[src/design/imu_timing_pkg.sv]
// constants and types shared by the sensor and host ends of the inertial link
`default_nettype none
package imu_timing_pkg;
  // ----------------------------------------
  // clock
  // ----------------------------------------
  localparam int CLK_HZ     = 25_000_000;
  localparam int CYC_PER_US = CLK_HZ / 1_000_000;
  localparam int CYC_PER_MS = CLK_HZ / 1_000;
  localparam int CNT_W      = 23;
  localparam int WORD_BITS  = 16;
  // ----------------------------------------
  // mode and sample rate
  // ----------------------------------------
  localparam logic [7:0] LOW_POWER_MIN_SETTING = 8'h0a;
  localparam logic [7:0] SETTING_MIN           = 8'h01;
  localparam logic [7:0] SETTING_MAX           = 8'hff;
  localparam int MAX_RATE_DECI_SPS = 8192;
  localparam int SAMPLE_BASE_CYC   = CLK_HZ * 10 / MAX_RATE_DECI_SPS;
  // ----------------------------------------
  // functional times, ms
  // ----------------------------------------
  localparam int STARTUP_NORMAL_MS = 180;
  localparam int STARTUP_LOW_MS    = 250;
  localparam int RESET_NORMAL_MS   = 60;
  localparam int RESET_LOW_MS      = 130;
  localparam int SLEEP_NORMAL_MS   = 4;
  localparam int SLEEP_LOW_MS      = 9;
  localparam int NVM_NORMAL_MS     = 17;
  localparam int NVM_LOW_MS        = 90;
  // ----------------------------------------
  // link times, us
  // ----------------------------------------
  localparam int WAKE_PULSE_US     = 20;
  localparam int WAKE_PULSE_CYC    = WAKE_PULSE_US * CYC_PER_US;
  localparam int STALL_NORMAL_US   = 9;
  localparam int STALL_NORMAL_CYC  = STALL_NORMAL_US * CYC_PER_US;
  localparam int STALL_LOW_US      = 75;
  localparam int STALL_LOW_CYC     = STALL_LOW_US * CYC_PER_US;
  localparam int SYNC_HIGH_MIN_US  = 5;
  localparam int SYNC_HIGH_CYC     = SYNC_HIGH_MIN_US * CYC_PER_US;
  localparam int SYNC_LOW_MIN_US   = 100;
  localparam int SYNC_PERIOD_US    = 1000;
  localparam int SYNC_PERIOD_CYC   = SYNC_PERIOD_US * CYC_PER_US;
  localparam int SYNC_TO_DRDY_US   = 600;
  localparam int SYNC_TO_DRDY_CYC  = SYNC_TO_DRDY_US * CYC_PER_US;
  localparam int DRDY_PULSE_US     = 4;
  localparam int DRDY_PULSE_CYC    = DRDY_PULSE_US * CYC_PER_US;
  localparam int SCLK_NORMAL_KHZ   = 2000;
  localparam int SCLK_LOW_KHZ      = 300;
  localparam int SCLK_NORMAL_HALF  = (CYC_PER_MS + 2 * SCLK_NORMAL_KHZ - 1) / (2 * SCLK_NORMAL_KHZ);
  localparam int SCLK_LOW_HALF     = (CYC_PER_MS + 2 * SCLK_LOW_KHZ - 1) / (2 * SCLK_LOW_KHZ);
  // ----------------------------------------
  // state types
  // ----------------------------------------
  typedef enum logic [2:0] {
    ST_POWER_UP = 3'b000,
    ST_RECOVER  = 3'b001,
    ST_RUN      = 3'b010,
    ST_SLEEP    = 3'b011,
    ST_WAKE     = 3'b100,
    ST_NVM_TEST = 3'b101
  } dev_state_type;
  typedef enum logic [1:0] {
    H_IDLE  = 2'b00,
    H_WAKE  = 2'b01,
    H_SHIFT = 2'b10,
    H_STALL = 2'b11
  } host_state_type;
endpackage : imu_timing_pkg
`default_nettype wire

[src/design/imu_link_if.sv]
// serial link and sync wires between host and sensor
`default_nettype none
interface imu_link_if;
  logic sclk;
  logic cs_n;
  logic din;
  logic dout;
  logic data_ready_pin;
  logic sync_clock_input;
  modport device (input sclk, input cs_n, input din, input sync_clock_input,
                  output dout, output data_ready_pin);
  modport host   (output sclk, output cs_n, output din, output sync_clock_input,
                  input dout, input data_ready_pin);
endinterface : imu_link_if
`default_nettype wire

[src/design/imu_sensor_end.sv]
// sensor end: mode pacing, sample timing, data ready and serial slave
`default_nettype none
// Summary of operation
// - setting 0x0a and above selects low power
// - sample period is setting (at least 1) times base period
// - first data after 180 / 250 ms
// - reset recovery takes 60 / 130 ms
// - sleep recovery takes 4 / 9 ms
// - chip select low 20 us wakes
// - memory test lasts 17 / 90 ms
// - host stalls 9 / 75 us between words
// - sync high 5 us, low 100 us
// - sync runs 0.8 to 1.2 kHz
// - data ready 600 us after sync edge
// - serial clock limits 2 MHz / 300 kHz
// - each sample latches data, pulses ready
// - mode 3, msb first, 16-bit words
module imu_sensor_end
  import imu_timing_pkg::*;
#(
  parameter int STARTUP_NORMAL_CYC = STARTUP_NORMAL_MS * CYC_PER_MS,
  parameter int STARTUP_LOW_CYC    = STARTUP_LOW_MS * CYC_PER_MS,
  parameter int RESET_NORMAL_CYC   = RESET_NORMAL_MS * CYC_PER_MS,
  parameter int RESET_LOW_CYC      = RESET_LOW_MS * CYC_PER_MS,
  parameter int SLEEP_NORMAL_CYC   = SLEEP_NORMAL_MS * CYC_PER_MS,
  parameter int SLEEP_LOW_CYC      = SLEEP_LOW_MS * CYC_PER_MS,
  parameter int NVM_NORMAL_CYC     = NVM_NORMAL_MS * CYC_PER_MS,
  parameter int NVM_LOW_CYC        = NVM_LOW_MS * CYC_PER_MS,
  parameter int BASE_CYC           = SAMPLE_BASE_CYC,
  parameter int SYNC_DRDY_CYC      = SYNC_TO_DRDY_CYC
) (
  // clock and reset
  input  wire logic                        ref_clk,
  input  wire logic                        sys_rst,
  // link
  imu_link_if.device                       link,
  // user side
  input  wire logic [7:0]                  sample_period_setting,
  input  wire logic [WORD_BITS-1:0]        sample_data,
  input  wire logic                        sync_mode,
  input  wire logic                        reset_req,
  input  wire logic                        sleep_req,
  input  wire logic                        nvm_test_req,
  output logic                             low_power,
  output logic                             data_valid,
  output logic                             nvm_busy,
  output logic                             asleep,
  output logic [WORD_BITS-1:0]             rx_word,
  output logic                             rx_valid
);
  import imu_timing_pkg::*;

  typedef struct packed {
    dev_state_type        state;
    logic [CNT_W-1:0]     cnt;
    logic [CNT_W-1:0]     base_cnt;
    logic [7:0]           period_cnt;
    logic [CNT_W-1:0]     sync_cnt;
    logic                 sync_wait;
    logic [9:0]           wake_cnt;
    logic [7:0]           drdy_cnt;
    logic                 sclk_m, sclk_s, sclk_d;
    logic                 cs_m, cs_s, cs_d;
    logic                 din_m, din_s;
    logic                 sync_m, sync_s, sync_d;
    logic [WORD_BITS-1:0] tx_sh;
    logic [WORD_BITS-1:0] rx_sh;
    logic [4:0]           bit_cnt;
    logic [WORD_BITS-1:0] out_word;
    logic                 dout;
    logic                 drdy;
    logic                 low_power;
    logic                 data_valid;
    logic [WORD_BITS-1:0] rx_word;
    logic                 rx_valid;
    logic                 nvm_busy;
    logic                 asleep;
  } dev_regs_type;

  dev_regs_type r;
  dev_regs_type next_r;
  logic             lp;
  logic [CNT_W-1:0] limit;
  logic [7:0]       period;
  logic             sample_now;

  // ----------------------------------------
  // next state
  // ----------------------------------------
  always_comb begin
    next_r          = r;
    next_r.rx_valid = 1'b0;
    lp              = (sample_period_setting >= LOW_POWER_MIN_SETTING);
    next_r.low_power = lp;
    period = (sample_period_setting < SETTING_MIN) ? SETTING_MIN : sample_period_setting;
    sample_now = 1'b0;
    // pin synchronisers
    next_r.sclk_m = link.sclk;
    next_r.sclk_s = r.sclk_m;
    next_r.sclk_d = r.sclk_s;
    next_r.cs_m   = link.cs_n;
    next_r.cs_s   = r.cs_m;
    next_r.cs_d   = r.cs_s;
    next_r.din_m  = link.din;
    next_r.din_s  = r.din_m;
    next_r.sync_m = link.sync_clock_input;
    next_r.sync_s = r.sync_m;
    next_r.sync_d = r.sync_s;
    // mode-dependent delay of the current state
    case (r.state)
      ST_POWER_UP: limit = lp ? CNT_W'(STARTUP_LOW_CYC - 1) : CNT_W'(STARTUP_NORMAL_CYC - 1);
      ST_RECOVER:  limit = lp ? CNT_W'(RESET_LOW_CYC - 1) : CNT_W'(RESET_NORMAL_CYC - 1);
      ST_WAKE:     limit = lp ? CNT_W'(SLEEP_LOW_CYC - 1) : CNT_W'(SLEEP_NORMAL_CYC - 1);
      ST_NVM_TEST: limit = lp ? CNT_W'(NVM_LOW_CYC - 1) : CNT_W'(NVM_NORMAL_CYC - 1);
      default:     limit = '0;
    endcase
    // ----------------------------------------
    // mode sequencing
    // ----------------------------------------
    case (r.state)
      ST_POWER_UP, ST_RECOVER, ST_WAKE, ST_NVM_TEST: begin
        if (r.cnt >= limit) begin
          next_r.state    = ST_RUN;
          next_r.cnt      = '0;
          next_r.base_cnt = '0;
          next_r.period_cnt = '0;
        end else begin
          next_r.cnt = r.cnt + 1'b1;
        end
      end
      ST_RUN: begin
        if (sleep_req) begin
          next_r.state      = ST_SLEEP;
          next_r.data_valid = 1'b0;
          next_r.wake_cnt   = '0;
        end else if (nvm_test_req) begin
          next_r.state = ST_NVM_TEST;
          next_r.cnt   = '0;
        end else if (sync_mode) begin
          if (r.sync_s && !r.sync_d) begin
            next_r.sync_wait = 1'b1;
            next_r.sync_cnt  = '0;
          end else if (r.sync_wait) begin
            if (r.sync_cnt >= CNT_W'(SYNC_DRDY_CYC - 1)) begin
              next_r.sync_wait = 1'b0;
              sample_now       = 1'b1;
            end else begin
              next_r.sync_cnt = r.sync_cnt + 1'b1;
            end
          end
        end else begin
          next_r.sync_wait = 1'b0;
          if (r.base_cnt >= CNT_W'(BASE_CYC - 1)) begin
            next_r.base_cnt = '0;
            if (r.period_cnt >= period - 8'h01) begin
              next_r.period_cnt = '0;
              sample_now        = 1'b1;
            end else begin
              next_r.period_cnt = r.period_cnt + 8'h01;
            end
          end else begin
            next_r.base_cnt = r.base_cnt + 1'b1;
          end
        end
      end
      ST_SLEEP: begin
        if (!r.cs_s) begin
          if (r.wake_cnt >= 10'(WAKE_PULSE_CYC - 1)) begin
            next_r.state = ST_WAKE;
            next_r.cnt   = '0;
          end else begin
            next_r.wake_cnt = r.wake_cnt + 10'h001;
          end
        end else begin
          next_r.wake_cnt = '0;
        end
      end
      default: next_r.state = ST_POWER_UP;
    endcase
    if (reset_req) begin
      next_r.state      = ST_RECOVER;
      next_r.cnt        = '0;
      next_r.data_valid = 1'b0;
      next_r.sync_wait  = 1'b0;
    end
    // ----------------------------------------
    // sample latch and data ready pulse
    // ----------------------------------------
    if (r.drdy_cnt != 8'h00) begin
      next_r.drdy_cnt = r.drdy_cnt - 8'h01;
    end else begin
      next_r.drdy = 1'b0;
    end
    if (sample_now && !reset_req) begin
      next_r.out_word   = sample_data;
      next_r.drdy       = 1'b1;
      next_r.drdy_cnt   = 8'(DRDY_PULSE_CYC - 1);
      next_r.data_valid = 1'b1;
    end
    // ----------------------------------------
    // serial slave, mode 3
    // ----------------------------------------
    if (r.state == ST_SLEEP || r.cs_s) begin
      next_r.bit_cnt = '0;
      if (r.cs_s && !r.cs_d) begin
        next_r.dout = 1'b0;
      end
    end else begin
      if (r.cs_d) begin
        next_r.tx_sh = r.out_word;
      end else if (!r.sclk_s && r.sclk_d) begin
        next_r.dout  = r.tx_sh[WORD_BITS-1];
        next_r.tx_sh = {r.tx_sh[WORD_BITS-2:0], 1'b0};
      end
      if (r.sclk_s && !r.sclk_d) begin
        next_r.rx_sh = {r.rx_sh[WORD_BITS-2:0], r.din_s};
        if (r.bit_cnt == 5'(WORD_BITS - 1)) begin
          next_r.bit_cnt  = '0;
          next_r.rx_word  = {r.rx_sh[WORD_BITS-2:0], r.din_s};
          next_r.rx_valid = 1'b1;
        end else begin
          next_r.bit_cnt = r.bit_cnt + 5'h01;
        end
      end
    end
    // status flags registered from the final next state
    next_r.nvm_busy = (next_r.state == ST_NVM_TEST);
    next_r.asleep   = (next_r.state == ST_SLEEP);
  end

  // ----------------------------------------
  // state register
  // ----------------------------------------
  always_ff @(posedge ref_clk or posedge sys_rst) begin
    if (sys_rst) begin
      r        <= '0;
      r.state  <= ST_POWER_UP;
      r.sclk_m <= 1'b1;
      r.sclk_s <= 1'b1;
      r.sclk_d <= 1'b1;
      r.cs_m   <= 1'b1;
      r.cs_s   <= 1'b1;
      r.cs_d   <= 1'b1;
    end else begin
      r <= next_r;
    end
  end

  assign link.dout           = r.dout;
  assign link.data_ready_pin = r.drdy;
  assign low_power           = r.low_power;
  assign data_valid          = r.data_valid;
  assign nvm_busy            = r.nvm_busy;
  assign asleep              = r.asleep;
  assign rx_word             = r.rx_word;
  assign rx_valid            = r.rx_valid;
endmodule : imu_sensor_end
`default_nettype wire

[src/flat_wrapper.sv]
// flat-port wrapper written by rule: the top's interface ports become plain ports
module imu_sensor_end_flat import imu_timing_pkg::*;
#(
  parameter int STARTUP_NORMAL_CYC = STARTUP_NORMAL_MS * CYC_PER_MS,
  parameter int STARTUP_LOW_CYC    = STARTUP_LOW_MS * CYC_PER_MS,
  parameter int RESET_NORMAL_CYC   = RESET_NORMAL_MS * CYC_PER_MS,
  parameter int RESET_LOW_CYC      = RESET_LOW_MS * CYC_PER_MS,
  parameter int SLEEP_NORMAL_CYC   = SLEEP_NORMAL_MS * CYC_PER_MS,
  parameter int SLEEP_LOW_CYC      = SLEEP_LOW_MS * CYC_PER_MS,
  parameter int NVM_NORMAL_CYC     = NVM_NORMAL_MS * CYC_PER_MS,
  parameter int NVM_LOW_CYC        = NVM_LOW_MS * CYC_PER_MS,
  parameter int BASE_CYC           = SAMPLE_BASE_CYC,
  parameter int SYNC_DRDY_CYC      = SYNC_TO_DRDY_CYC
)
  (ref_clk, sys_rst, sample_period_setting, sample_data, sync_mode, reset_req, sleep_req, nvm_test_req, low_power, data_valid, nvm_busy, asleep, rx_word, rx_valid, link_sclk, link_cs_n, link_din, link_sync_clock_input, link_dout, link_data_ready_pin);
  imu_link_if link_i ();
  input  wire logic ref_clk;
  input  wire logic sys_rst;
  input  wire logic [7:0] sample_period_setting;
  input  wire logic [WORD_BITS-1:0] sample_data;
  input  wire logic sync_mode;
  input  wire logic reset_req;
  input  wire logic sleep_req;
  input  wire logic nvm_test_req;
  output logic low_power;
  output logic data_valid;
  output logic nvm_busy;
  output logic asleep;
  output logic [WORD_BITS-1:0] rx_word;
  output logic rx_valid;
  input wire logic [$bits(link_i.sclk)-1:0] link_sclk;
  input wire logic [$bits(link_i.cs_n)-1:0] link_cs_n;
  input wire logic [$bits(link_i.din)-1:0] link_din;
  input wire logic [$bits(link_i.sync_clock_input)-1:0] link_sync_clock_input;
  output wire logic [$bits(link_i.dout)-1:0] link_dout;
  output wire logic [$bits(link_i.data_ready_pin)-1:0] link_data_ready_pin;
  assign link_i.sclk = link_sclk;
  assign link_i.cs_n = link_cs_n;
  assign link_i.din = link_din;
  assign link_i.sync_clock_input = link_sync_clock_input;
  assign link_dout = link_i.dout;
  assign link_data_ready_pin = link_i.data_ready_pin;
  imu_sensor_end #(.STARTUP_NORMAL_CYC(STARTUP_NORMAL_CYC), .STARTUP_LOW_CYC(STARTUP_LOW_CYC), .RESET_NORMAL_CYC(RESET_NORMAL_CYC), .RESET_LOW_CYC(RESET_LOW_CYC), .SLEEP_NORMAL_CYC(SLEEP_NORMAL_CYC), .SLEEP_LOW_CYC(SLEEP_LOW_CYC), .NVM_NORMAL_CYC(NVM_NORMAL_CYC), .NVM_LOW_CYC(NVM_LOW_CYC), .BASE_CYC(BASE_CYC), .SYNC_DRDY_CYC(SYNC_DRDY_CYC)) u_core (.ref_clk(ref_clk), .sys_rst(sys_rst), .link(link_i), .sample_period_setting(sample_period_setting), .sample_data(sample_data), .sync_mode(sync_mode), .reset_req(reset_req), .sleep_req(sleep_req), .nvm_test_req(nvm_test_req), .low_power(low_power), .data_valid(data_valid), .nvm_busy(nvm_busy), .asleep(asleep), .rx_word(rx_word), .rx_valid(rx_valid));
endmodule
[config.mk]
export PLATFORM = sky130hd
export DESIGN_NAME = imu_sensor_end_flat
export DESIGN_NICKNAME = d
export VERILOG_FILES = /design/src/design/imu_timing_pkg.sv /design/src/design/imu_link_if.sv /design/src/design/imu_sensor_end.sv /design/src/flat_wrapper.sv
export SDC_FILE = /design/constraint.sdc
export NUM_CORES = 1
export LEC_CHECK = 0
export ABC_AREA = 1
export BUFFER_PORTS_ARGS = -buffer_cell sky130_fd_sc_hd__buf_2
export CAP_MARGIN = 0
export CELL_PAD_IN_SITES_DETAIL_PLACEMENT = 0
export CELL_PAD_IN_SITES_GLOBAL_PLACEMENT = 1
export CORE_ASPECT_RATIO = 1.1
export CORE_MARGIN = 2
export CORE_UTILIZATION = 50
export CTS_BUF_LIST = sky130_fd_sc_hd__clkbuf_8
export DETAILED_ROUTE_END_ITERATION = 6
export PLACE_DENSITY_LB_ADDON = 0.12
export SETUP_SLACK_MARGIN = 0.5
export SLEW_MARGIN = 20
export SYNTH_ARGS = -nofsm -noshare
export SYNTH_HDL_FRONTEND = slang
export SYNTH_SLANG_ARGS = --single-unit
[constraint.sdc]
create_clock -name ref_clk -period 8.8 [get_ports ref_clk]
set_clock_uncertainty 0.05 [all_clocks]
set_input_delay 1.32 -clock ref_clk [delete_from_list [all_inputs] [get_ports ref_clk]]
set_output_delay 1.32 -clock ref_clk [all_outputs]
set_load 0.03 [all_outputs]
Word-level counts from Yosys, hierarchy flattened
Index checks and enable logic that the tools add are counted.

storage, ports and cells
  output and inout port bits = 23
  register bits after elaboration = 185
  input port bits = 34
  word-level logic and storage cells = 174

cells by class
  $lt $le $gt $ge = 7
  bitwise operators = 3
  equal/unequal tests = 25
  add/subtract/negate cells = 8
  muxes and demuxes = 64
  reduce and logical (&&, ||, !) cells = 36

operators with widths
  kind                                                                                   number
  26-bit 2-to-1 mux                                                                      4
  23-bit 2-to-1 mux                                                                      4
  23-bit case mux with 4 select lines                                                    1
  78-bit 2-to-1 mux                                                                      1
  23-bit by 1-bit adder with 23-bit output, second input constant                        3
  23-bit case mux with 3 select lines                                                    1
  31-bit 2-to-1 mux                                                                      2
  31-bit case mux with 2 select lines                                                    1
  55-bit 2-to-1 mux                                                                      1
  24-bit 2-to-1 mux                                                                      2
  22-bit 2-to-1 mux                                                                      2
  8-bit 2-to-1 mux                                                                       5
  16-bit 2-to-1 mux                                                                      2
  10-bit 2-to-1 mux                                                                      3
  1-bit 2-to-1 mux                                                                       26
  23-bit by 14-bit greater-or-equal comparator with 1-bit output, second input constant  1
  23-bit by 15-bit greater-or-equal comparator with 1-bit output, second input constant  1
  23-bit greater-or-equal comparator                                                     1
  21-bit 2-to-1 mux                                                                      1
  10-bit case mux with 2 select lines                                                    1
  18-bit 2-to-1 mux                                                                      1
  2-bit inequality test, second input constant                                           9
  2-bit nonzero test                                                                     8
  8-bit by 1-bit subtractor with 8-bit output, second input constant                     2
  other kinds (30)                                                                       60

Depth between registers and ports, before layout
Gate-level depths: netlist (run 1).

  depth after elaboration = 13
  mapped depth = 23
  mapped depth without buffers = 21

Worst setup path before layout (run 1)
No wires, ideal clock.

  kind = in2reg
  from = input port sample_period_setting[5]
  to = register u_core.r[137] (netlist bit)
  arrival time = 3.618 ns
  stages = 20
  path buffers = 1
  slack = 5.014 ns
  data required time = 8.633 ns
  setup time = 0.117 ns
  cell sequence = nor2_1 nand2_1 a21oi_1 inv_1 o21ai_0 inv_1 ha_1 nand2_1 inv_1 nand2_1 nand2_1 a21oi_1 nand2_1 nor2_1 nand2_1 nand2_1 nand2_2 buf_4 nand3_1 nand2_1

between the ends
  word-level cells in the longest chain between the ends = 6
  elaborated cells on any way between the ends = 9
  those cells by class = order compare (2); eq/ne (1); mux (5); reduce/logical (1)

RTL lines
  element                                                         line                   text
  from (decl)                                                     flat_wrapper.sv:19     input wire logic [7:0] sample_period_setting;
  8-bit by 4-bit greater-or-equal comparator with 1-bit output *  imu_sensor_end.sv:93   lp = (sample_period_setting >= LOW_POWER_MIN_SETTING);
  named net u_core.lp                                             imu_sensor_end.sv:82   logic lp;
  22-bit 2-to-1 mux (tied with other cells)                       imu_sensor_end.sv:114  ST_NVM_TEST: limit = lp ? CNT_W'(NVM_LOW_CYC - 1) : CNT_W'(NVM_NORMAL_CYC - 1);
  23-bit case mux with 4 select lines *                           imu_sensor_end.sv:110  case (r.state)
  23-bit greater-or-equal comparator *                            imu_sensor_end.sv:122  if (r.cnt >= limit) begin
  2-bit by 1-bit inequality test with 1-bit output (no line) *    -
  5-bit AND reduction (no line) *                                 -
  to (signal assigned)                                            imu_sensor_end.sv:245  r <= next_r;
  to (decl)                                                       imu_sensor_end.sv:80   dev_regs_type r;

The timed path passes the listed nets; every way through them passes the cells marked *.
A chain may end at the register's enable or synchronous reset.

Worst setup path after layout (run 1)
  from = input port sample_period_setting[5]
  to = register u_core.r[140] (netlist bit)

Same word-level chain as after synthesis.

==> results of run 1 <==
## cell usage in the layout, fill, tap and decap left out, types with 5 or more instances in the layout
| master | Yosys | layout |
|---|---|---|
| nand4_1 | 50 | 50 |
| nor2_4 | 5 | 5 |
| xnor2_1 | 7 | 7 |
| inv_1 | 189 | 188 |
| clkinv_8 | 0 | 6 |
| o21ai_2 | 6 | 6 |
| buf_2 | 15 | 56 |
| dfrtp_1 | 179 | 179 |
| ha_1 | 41 | 41 |
| dfstp_2 | 6 | 6 |
| nor3_1 | 30 | 30 |
| o21ai_0 | 59 | 59 |
| o21ai_1 | 16 | 16 |
| a21oi_1 | 27 | 26 |
| nand2_2 | 7 | 7 |
| nor2_1 | 157 | 157 |
| o211ai_1 | 15 | 15 |
| xor2_1 | 28 | 28 |
| nand3b_1 | 5 | 5 |
| clkbuf_8 | 0 | 18 |
| nand3_1 | 98 | 98 |
| inv_2 | 10 | 10 |
| nand2_1 | 361 | 361 |
## cell type report
| class | instances | area, um^2 |
|---|---|---|
| fillers | 2035 | 9350 |
| multi-input cells | 939 | 4790 |
| flip-flops and latches | 185 | 4640 |
| inverters | 199 | 754 |
| well taps | 256 | 320 |
| repair buffers | 57 | 288 |
| clock buffers | 18 | 248 |
| clock inverters | 14 | 196 |
## through the flow
step	instance area (um^2)	power, uW	std cells	utilization [%]
finish	11200	1730	1668	54.6
global placement	10800	1130	1636	52.4
detailed placement	10800	1130	1636	52.4
CTS	11200	1750	1668	54.5
global route	11200	1830	1668	54.6
floorplan	10500	1080	1377	-
## state kept, by name, indices dropped and copies added, names as in the netlist
signal / cells
u_core.asleep: 1
u_core.link.dout: 1
u_core.next_r: 7
u_core.rx_valid: 1
u_core.rx_word: 16
u_core.low_power: 1
u_core.link.data_ready_pin: 1
u_core.r: 155
u_core.nvm_busy: 1
u_core.data_valid: 1
## power groups by stage
| stage | Clock, uW | Combinational (uW) | Sequential (uW) |
|---|---|---|---|
| after CTS | 636 | 187 | 931 |
| final | 618 | 183 | 931 |
| after floorplan | 0 | 138 | 946 |
| after global routing | 670 | 224 | 940 |
| after detailed placement | 0 | 187 | 947 |
| after global placement | 0 | 183 | 946 |
## worst max-delay path, cell delays in order
cell	delay, ns
buf_2	0.12
nor2_1	0.13
nand2_1	0.08
a21oi_1	0.41
inv_1	0.21
o21ai_0	0.19
inv_1	0.06
ha_1	0.29
nand2_1	0.11
inv_1	0.05
nand2_1	0.06
nand2_1	0.04
a21oi_1	0.18
nand2_1	0.07
nor2_1	0.12
nand2_1	0.10
nand2_1	0.42
nand2_2	0.43
nand2_1	0.16
o21ai_0	0.09
## worst paths after layout
check / slack, ns / from / cells past startpoint / end
setup / recovery: 4.44 / sample_period_setting[5] / 20 / u_core.r[140]
hold / removal: 0.30 / u_core.next_r[79] / 0 / u_core.r[79]
min in group asynchronous: 0.95 / sys_rst / 2 / u_core.r[114]
setup reg to reg: 5.05 / u_core.r[184] / 21 / u_core.r[140]
hold reg to reg: 0.30 / u_core.next_r[79] / 0 / u_core.r[79]
max in group asynchronous: 6.34 / sys_rst / 3 / u_core.r[94]
## kinds of logic (layout without fill, tap and decap cells)
family | Yosys count | count (layout) | share of synthesized area [%]
flops | 185 | 185 | 44.2
simple gates | 727 | 727 | 30.3
compound gates | 136 | 136 | 7.41
xor+xnor | 35 | 35 | 2.92
buf+inv | 253 | 288 | 10.3
fa+ha+maj | 41 | 41 | 4.89
## routing by layer
layer	share of wire (%)	GRT usage, %
met1	48	29.1
met2	48	35.9
met3	2.6	2.89
met4	1.5	6.43
met5	0	0
==> metrics.yaml, run 1 <==
status:
  status: "finished clean"
clock_network:
  cts_hold_buf: 0
  clockRootBuffer: "clkbuf_8"
  cts.clk_slew.worst_paths_ns: 0.12
  cts_buffers: 17
  tritoncts: "yes"
  clk_latency_ns: 0.48
  h-tree-depth: 4
  cts_sinks: 185
  clockBufferDepth: 2
  cts_resized: 0
  postCtsSetupBuffers: 0
grt:
  grt_util_all_layers_pct: 21.4
  grt_first_pass_wirelength_mm: 38.6
  grt_max_degree: 127
  grt_overflow_total: 0
  antenna_found_initial: 0
  grt_pass1_vias: 8136
detailed_routing:
  wl_mm: 22.3
  dr.pass1.iters: 5
  wl_per_cell_um: 13.4
  antenna_left: 0
  initialDrtViolationCount: 489
  vias: 8566
  drc_errors: 0
  vias_per_cell: 5.14
floorplanning:
  die-area_mm2: 0.0222
  start_util_pct: 51.0
  rows: 55
  core_area_mm2: 0.0206
  pin_count: 57
  fp.dieW_um: 142
  die_h_um: 156
sta:
  fin_crit_ns: 4.36
  tns_ns: 0
  hold_ws_ns: 0.296
  fmaxAchievable_mhz: 230
  hold_viol: 0
  final.period_utilization_pct: 49.5
  tightestPinTransition_ns: 0.918
  slew_headroom_pct: 38.7
  slew_violations: 0
  rsz0062_at_grt: "no"
  timing.final.ws_setup_ns: 4.44
  setup_viol: 0
logic_synthesis:
  netlist.top_cell.by_area: "dfrtp_1"
  synthTopCellsByCount: "nand2_1 (361), inv_1 (189), dfrtp_1 (179)"
  synth_area_per_cell_um2: 7.62
  ys_types: 41
  ys_seq_area_share_pct: 44.2
  synth-edff-count: 0
  synth_area_leaders: "dfrtp_1 (43%), nand2_1 (13%), inv_1 (6.8%), nor2_1 (5.6%), ha_1 (4.9%)"
  synth_flop_cell: "dfrtp_1"
  netlist_area_mm2: 0.0105
  syn_inst: 1377
  synth_warnings: 0
  synth.most_common_cell: "nand2_1"
  synthesis.nets: 1452
  yosysTopAreaCellShare_pct: 42.7
  async_reset_ff_share_pct: 100
  ys_ff_latch: 185
pwr:
  p_sw_uw: 513
  ir_drop_mv: 0.0887
  p_sw_share_pct: 29.6
  cellPowerDensity_mw_per_mm2: 154
  clkPwrFrac_pct: 35.7
  leakagePower_uw: 0.00575
  p_seq_share_pct: 53.7
  p_int_uw: 1220
  p_comb_share_pct: 10.6
critical_path:
  crit_type: "primary input to flip-flop"
  cp.required_ns: 9.10
  crit_path_start_kind: "primary input"
  worst_ep_arrival_time_ns: 4.66
  crit_path_max_fanout: 24
  end_kind: "flip-flop"
final_layout:
  nets: 1474
  syn_to_final_growth_pct: 7.02
  antenna_cells: 0
  layout-drive-gt1-share_pct: 9.70
place:
  place_ws_ns: 3.95
  io_buffers: 56
  dp_hpwl_mm: 15.8
  routabilityCongestion: 0.848
min_path:
  min_path_type: "flip-flop to flip-flop"
flow_run:
  maxCapViolCount: 0
No activity file was read; power rests on OpenSTA's default activity.
==> run 2, diff against run 1 <==
- CORE_UTILIZATION: 50 -> 47
- clock period: 8.8 -> 4.2 ns (I/O delays scaled with it)
==> run 2 against run 1 <==
  * Worst setup slack worse by 3.5 ns
  * Critical path depth rose by 1
  * Flip-flop and latch count unchanged
  * Global-route usage decreased by 1.1 points
  * Register-to-register slack lost 4.1 ns
  * Non-clock buffer count grew 4
  * Highest routed layer unchanged
  * Cell area increased by 0.72%
  * Die area is 6.2% higher
  * Combinational power rose by 110%
  * First-iteration DRC count decreased by 20%
  * Clock power increased by 110%
  * Critical path type is now flip-flop to flip-flop
  * Critical endpoint unchanged
==> metrics.yaml, run 2 (synthesis gave the netlist of run 1 again) <==
pwr:
  leakagePower_uw: 0.00576
  cellPowerDensity_mw_per_mm2: 321
  ir_drop_mv: 0.174
detailed_routing:
  wl_mm: 22.5
  dr.pass1.iters: 5
  vias_per_cell: 4.99
  antenna_left: 0
  wl_per_cell_um: 13.1
  vias: 8531
  initialDrtViolationCount: 392
  drc_errors: 0
sta:
  fin_crit_ns: 3.28
  slew_violations: 0
  tightestPinTransition_ns: 0.913
  final.period_utilization_pct: 78.0
  fmaxAchievable_mhz: 305
  rsz0062_at_grt: "no"
  slew_headroom_pct: 39.1
  hold_viol: 0
  setup_viol: 0
  tns_ns: 0
flow_run:
  maxCapViolCount: 0
critical_path:
  end_kind: "flip-flop"
  worstRegToRegCells: 21
  cp.required_ns: 4.52
  crit_path_max_fanout: 24
  crit_chain: "nor2_1 > inv_1 > nor2_1 > inv_1 > nor2_1 > inv_1 > nand2_1 > inv_1 > ha_1 > nand2_1 > inv_1 > a21oi_1 > nand2_1 > nand2_1 > inv_1 > nor2_1 > nand2_1 > nand2_1 > nand2_4 > nand2_1 > o21ai_0"
  cpPeakStageDelay_ns: 0.52
  r2r-end: "u_core.r[140]"
  cp_common_cell: "nand2_1"
  r2r_setup_slack_ns: 0.92
  worst_ep_arrival_time_ns: 3.60
  crit_path_start_kind: "flip-flop"
  crit_type: "flip-flop to flip-flop"
  rr_startpoint: "u_core.r[184]"
  crit_start: "u_core.r[184]"
  cpMaxStageDelayCell: "dfrtp_1"
clock_network:
  clockRootBuffer: "clkbuf_8"
  postCtsSetupBuffers: 0
  cts.clk_slew.worst_paths_ns: 0.12
  clockBufferDepth: 2
  tritoncts: "yes"
  cts_sinks: 185
  cts_hold_buf: 0
  clk_latency_ns: 0.48
  h-tree-depth: 4
  cts_resized: 0
  cts_buffers: 17
status:
  status: "finished clean"
place:
  io_buffers: 56
  routabilityCongestion: 0.844
  dp_hpwl_mm: 16.5
  dp.cells: 1679
min_path:
  min_path_type: "primary input to asynchronous set/reset pin"
floorplanning:
  start_util_pct: 47.6
  die-area_mm2: 0.0235
  die_h_um: 161
  core_area_mm2: 0.0220
  rows: 57
  pin_count: 57
  fp.dieW_um: 146
final_layout:
  final_common_cell: "nand2_1"
  final_cell_mix: "nand2_1 (361), inv_1 (188), dfrtp_1 (179)"
  finalNonFillerCells: 1711
  largest_register: "u_core.r"
  antenna_cells: 0
  largest_reg_flops: 155
  nets: 1478
  syn_to_final_growth_pct: 7.80
  fillCellCount: 2223
  layout-drive-gt1-share_pct: 9.96
grt:
  grt_pass1_vias: 8259
  grt_max_degree: 119
  grt_first_pass_wirelength_mm: 39.5
  grt_overflow_total: 0
  grt_util_all_layers_pct: 20.3
  antenna_found_initial: 0
==> run 2: changes by cell type in the layout (fill, tap and decap cells not counted), sizes merged <==
cell      before  now
bufinv         1    0
clkbuf        18   17
inv          205  210
clkinv         7    3
clkinvlp       0    1
buf           57   61
==> run 2: area by class of cell <==
type | count | area (um^2) | area share, %
clock buffer | 17 | 234 | 2.07
multi-input combinational | 939 | 4790 | 42.4
timing repair buffer | 61 | 330 | 2.92
clock inverter | 15 | 199 | 1.76
sequential | 185 | 4640 | 41.0
inverter | 199 | 751 | 6.64
tap | 295 | 369 | 3.26
==> run 2: where the power goes <==
part           total [uW]  switching, uW  internal [uW]
sequential           1950           59.6           1890
clock                1290            804            482
combinational         387            256            131
==> run 2: worst max path at each step <==
stage	to	slack, ns
CTS	u_core.r[151]	0.80
detailed placement	u_core.r[140]	0.34
global route	u_core.r[144]	0.50
floorplan	u_core.r[137]	1.10
global placement	u_core.r[140]	0.51
finish	u_core.r[140]	0.92
==> run 2: metrics by stage <==
stage	instance area [um^2]	total power (uW)	utilization [%]	setup WS (ns)	hold WS [ns]
after floorplan	10500	2270	-	1.10	0.281
after global placement	10900	2370	49.3	0.514	0.282
after detailed placement	10900	2380	49.3	0.344	0.286
after CTS	11300	3680	51.3	0.805	0.0497
after global routing	11300	3830	51.3	0.503	0.0611
final	11300	3630	51.3	0.922	0.0603
==> run 2: per-layer routing <==
metal,GRT usage (%),up-vias,share of wire (%)
met1,27.2,3988,47
met5,0,-,0
li1,-,4425,-
met3,2.70,23,2.1
met4,5.25,0,1.3
met2,35.1,95,49
==> run 2: critical path, delay by kind of cell (launching register included) <==
family	cells	cell delay, ns
AO/OA/AOI/OAI	2	0.21
adder cells (fa/ha/maj)	1	0.26
buffers and inverters	6	0.44
flip-flops	1	0.52
AND/OR/NAND/NOR	12	1.68
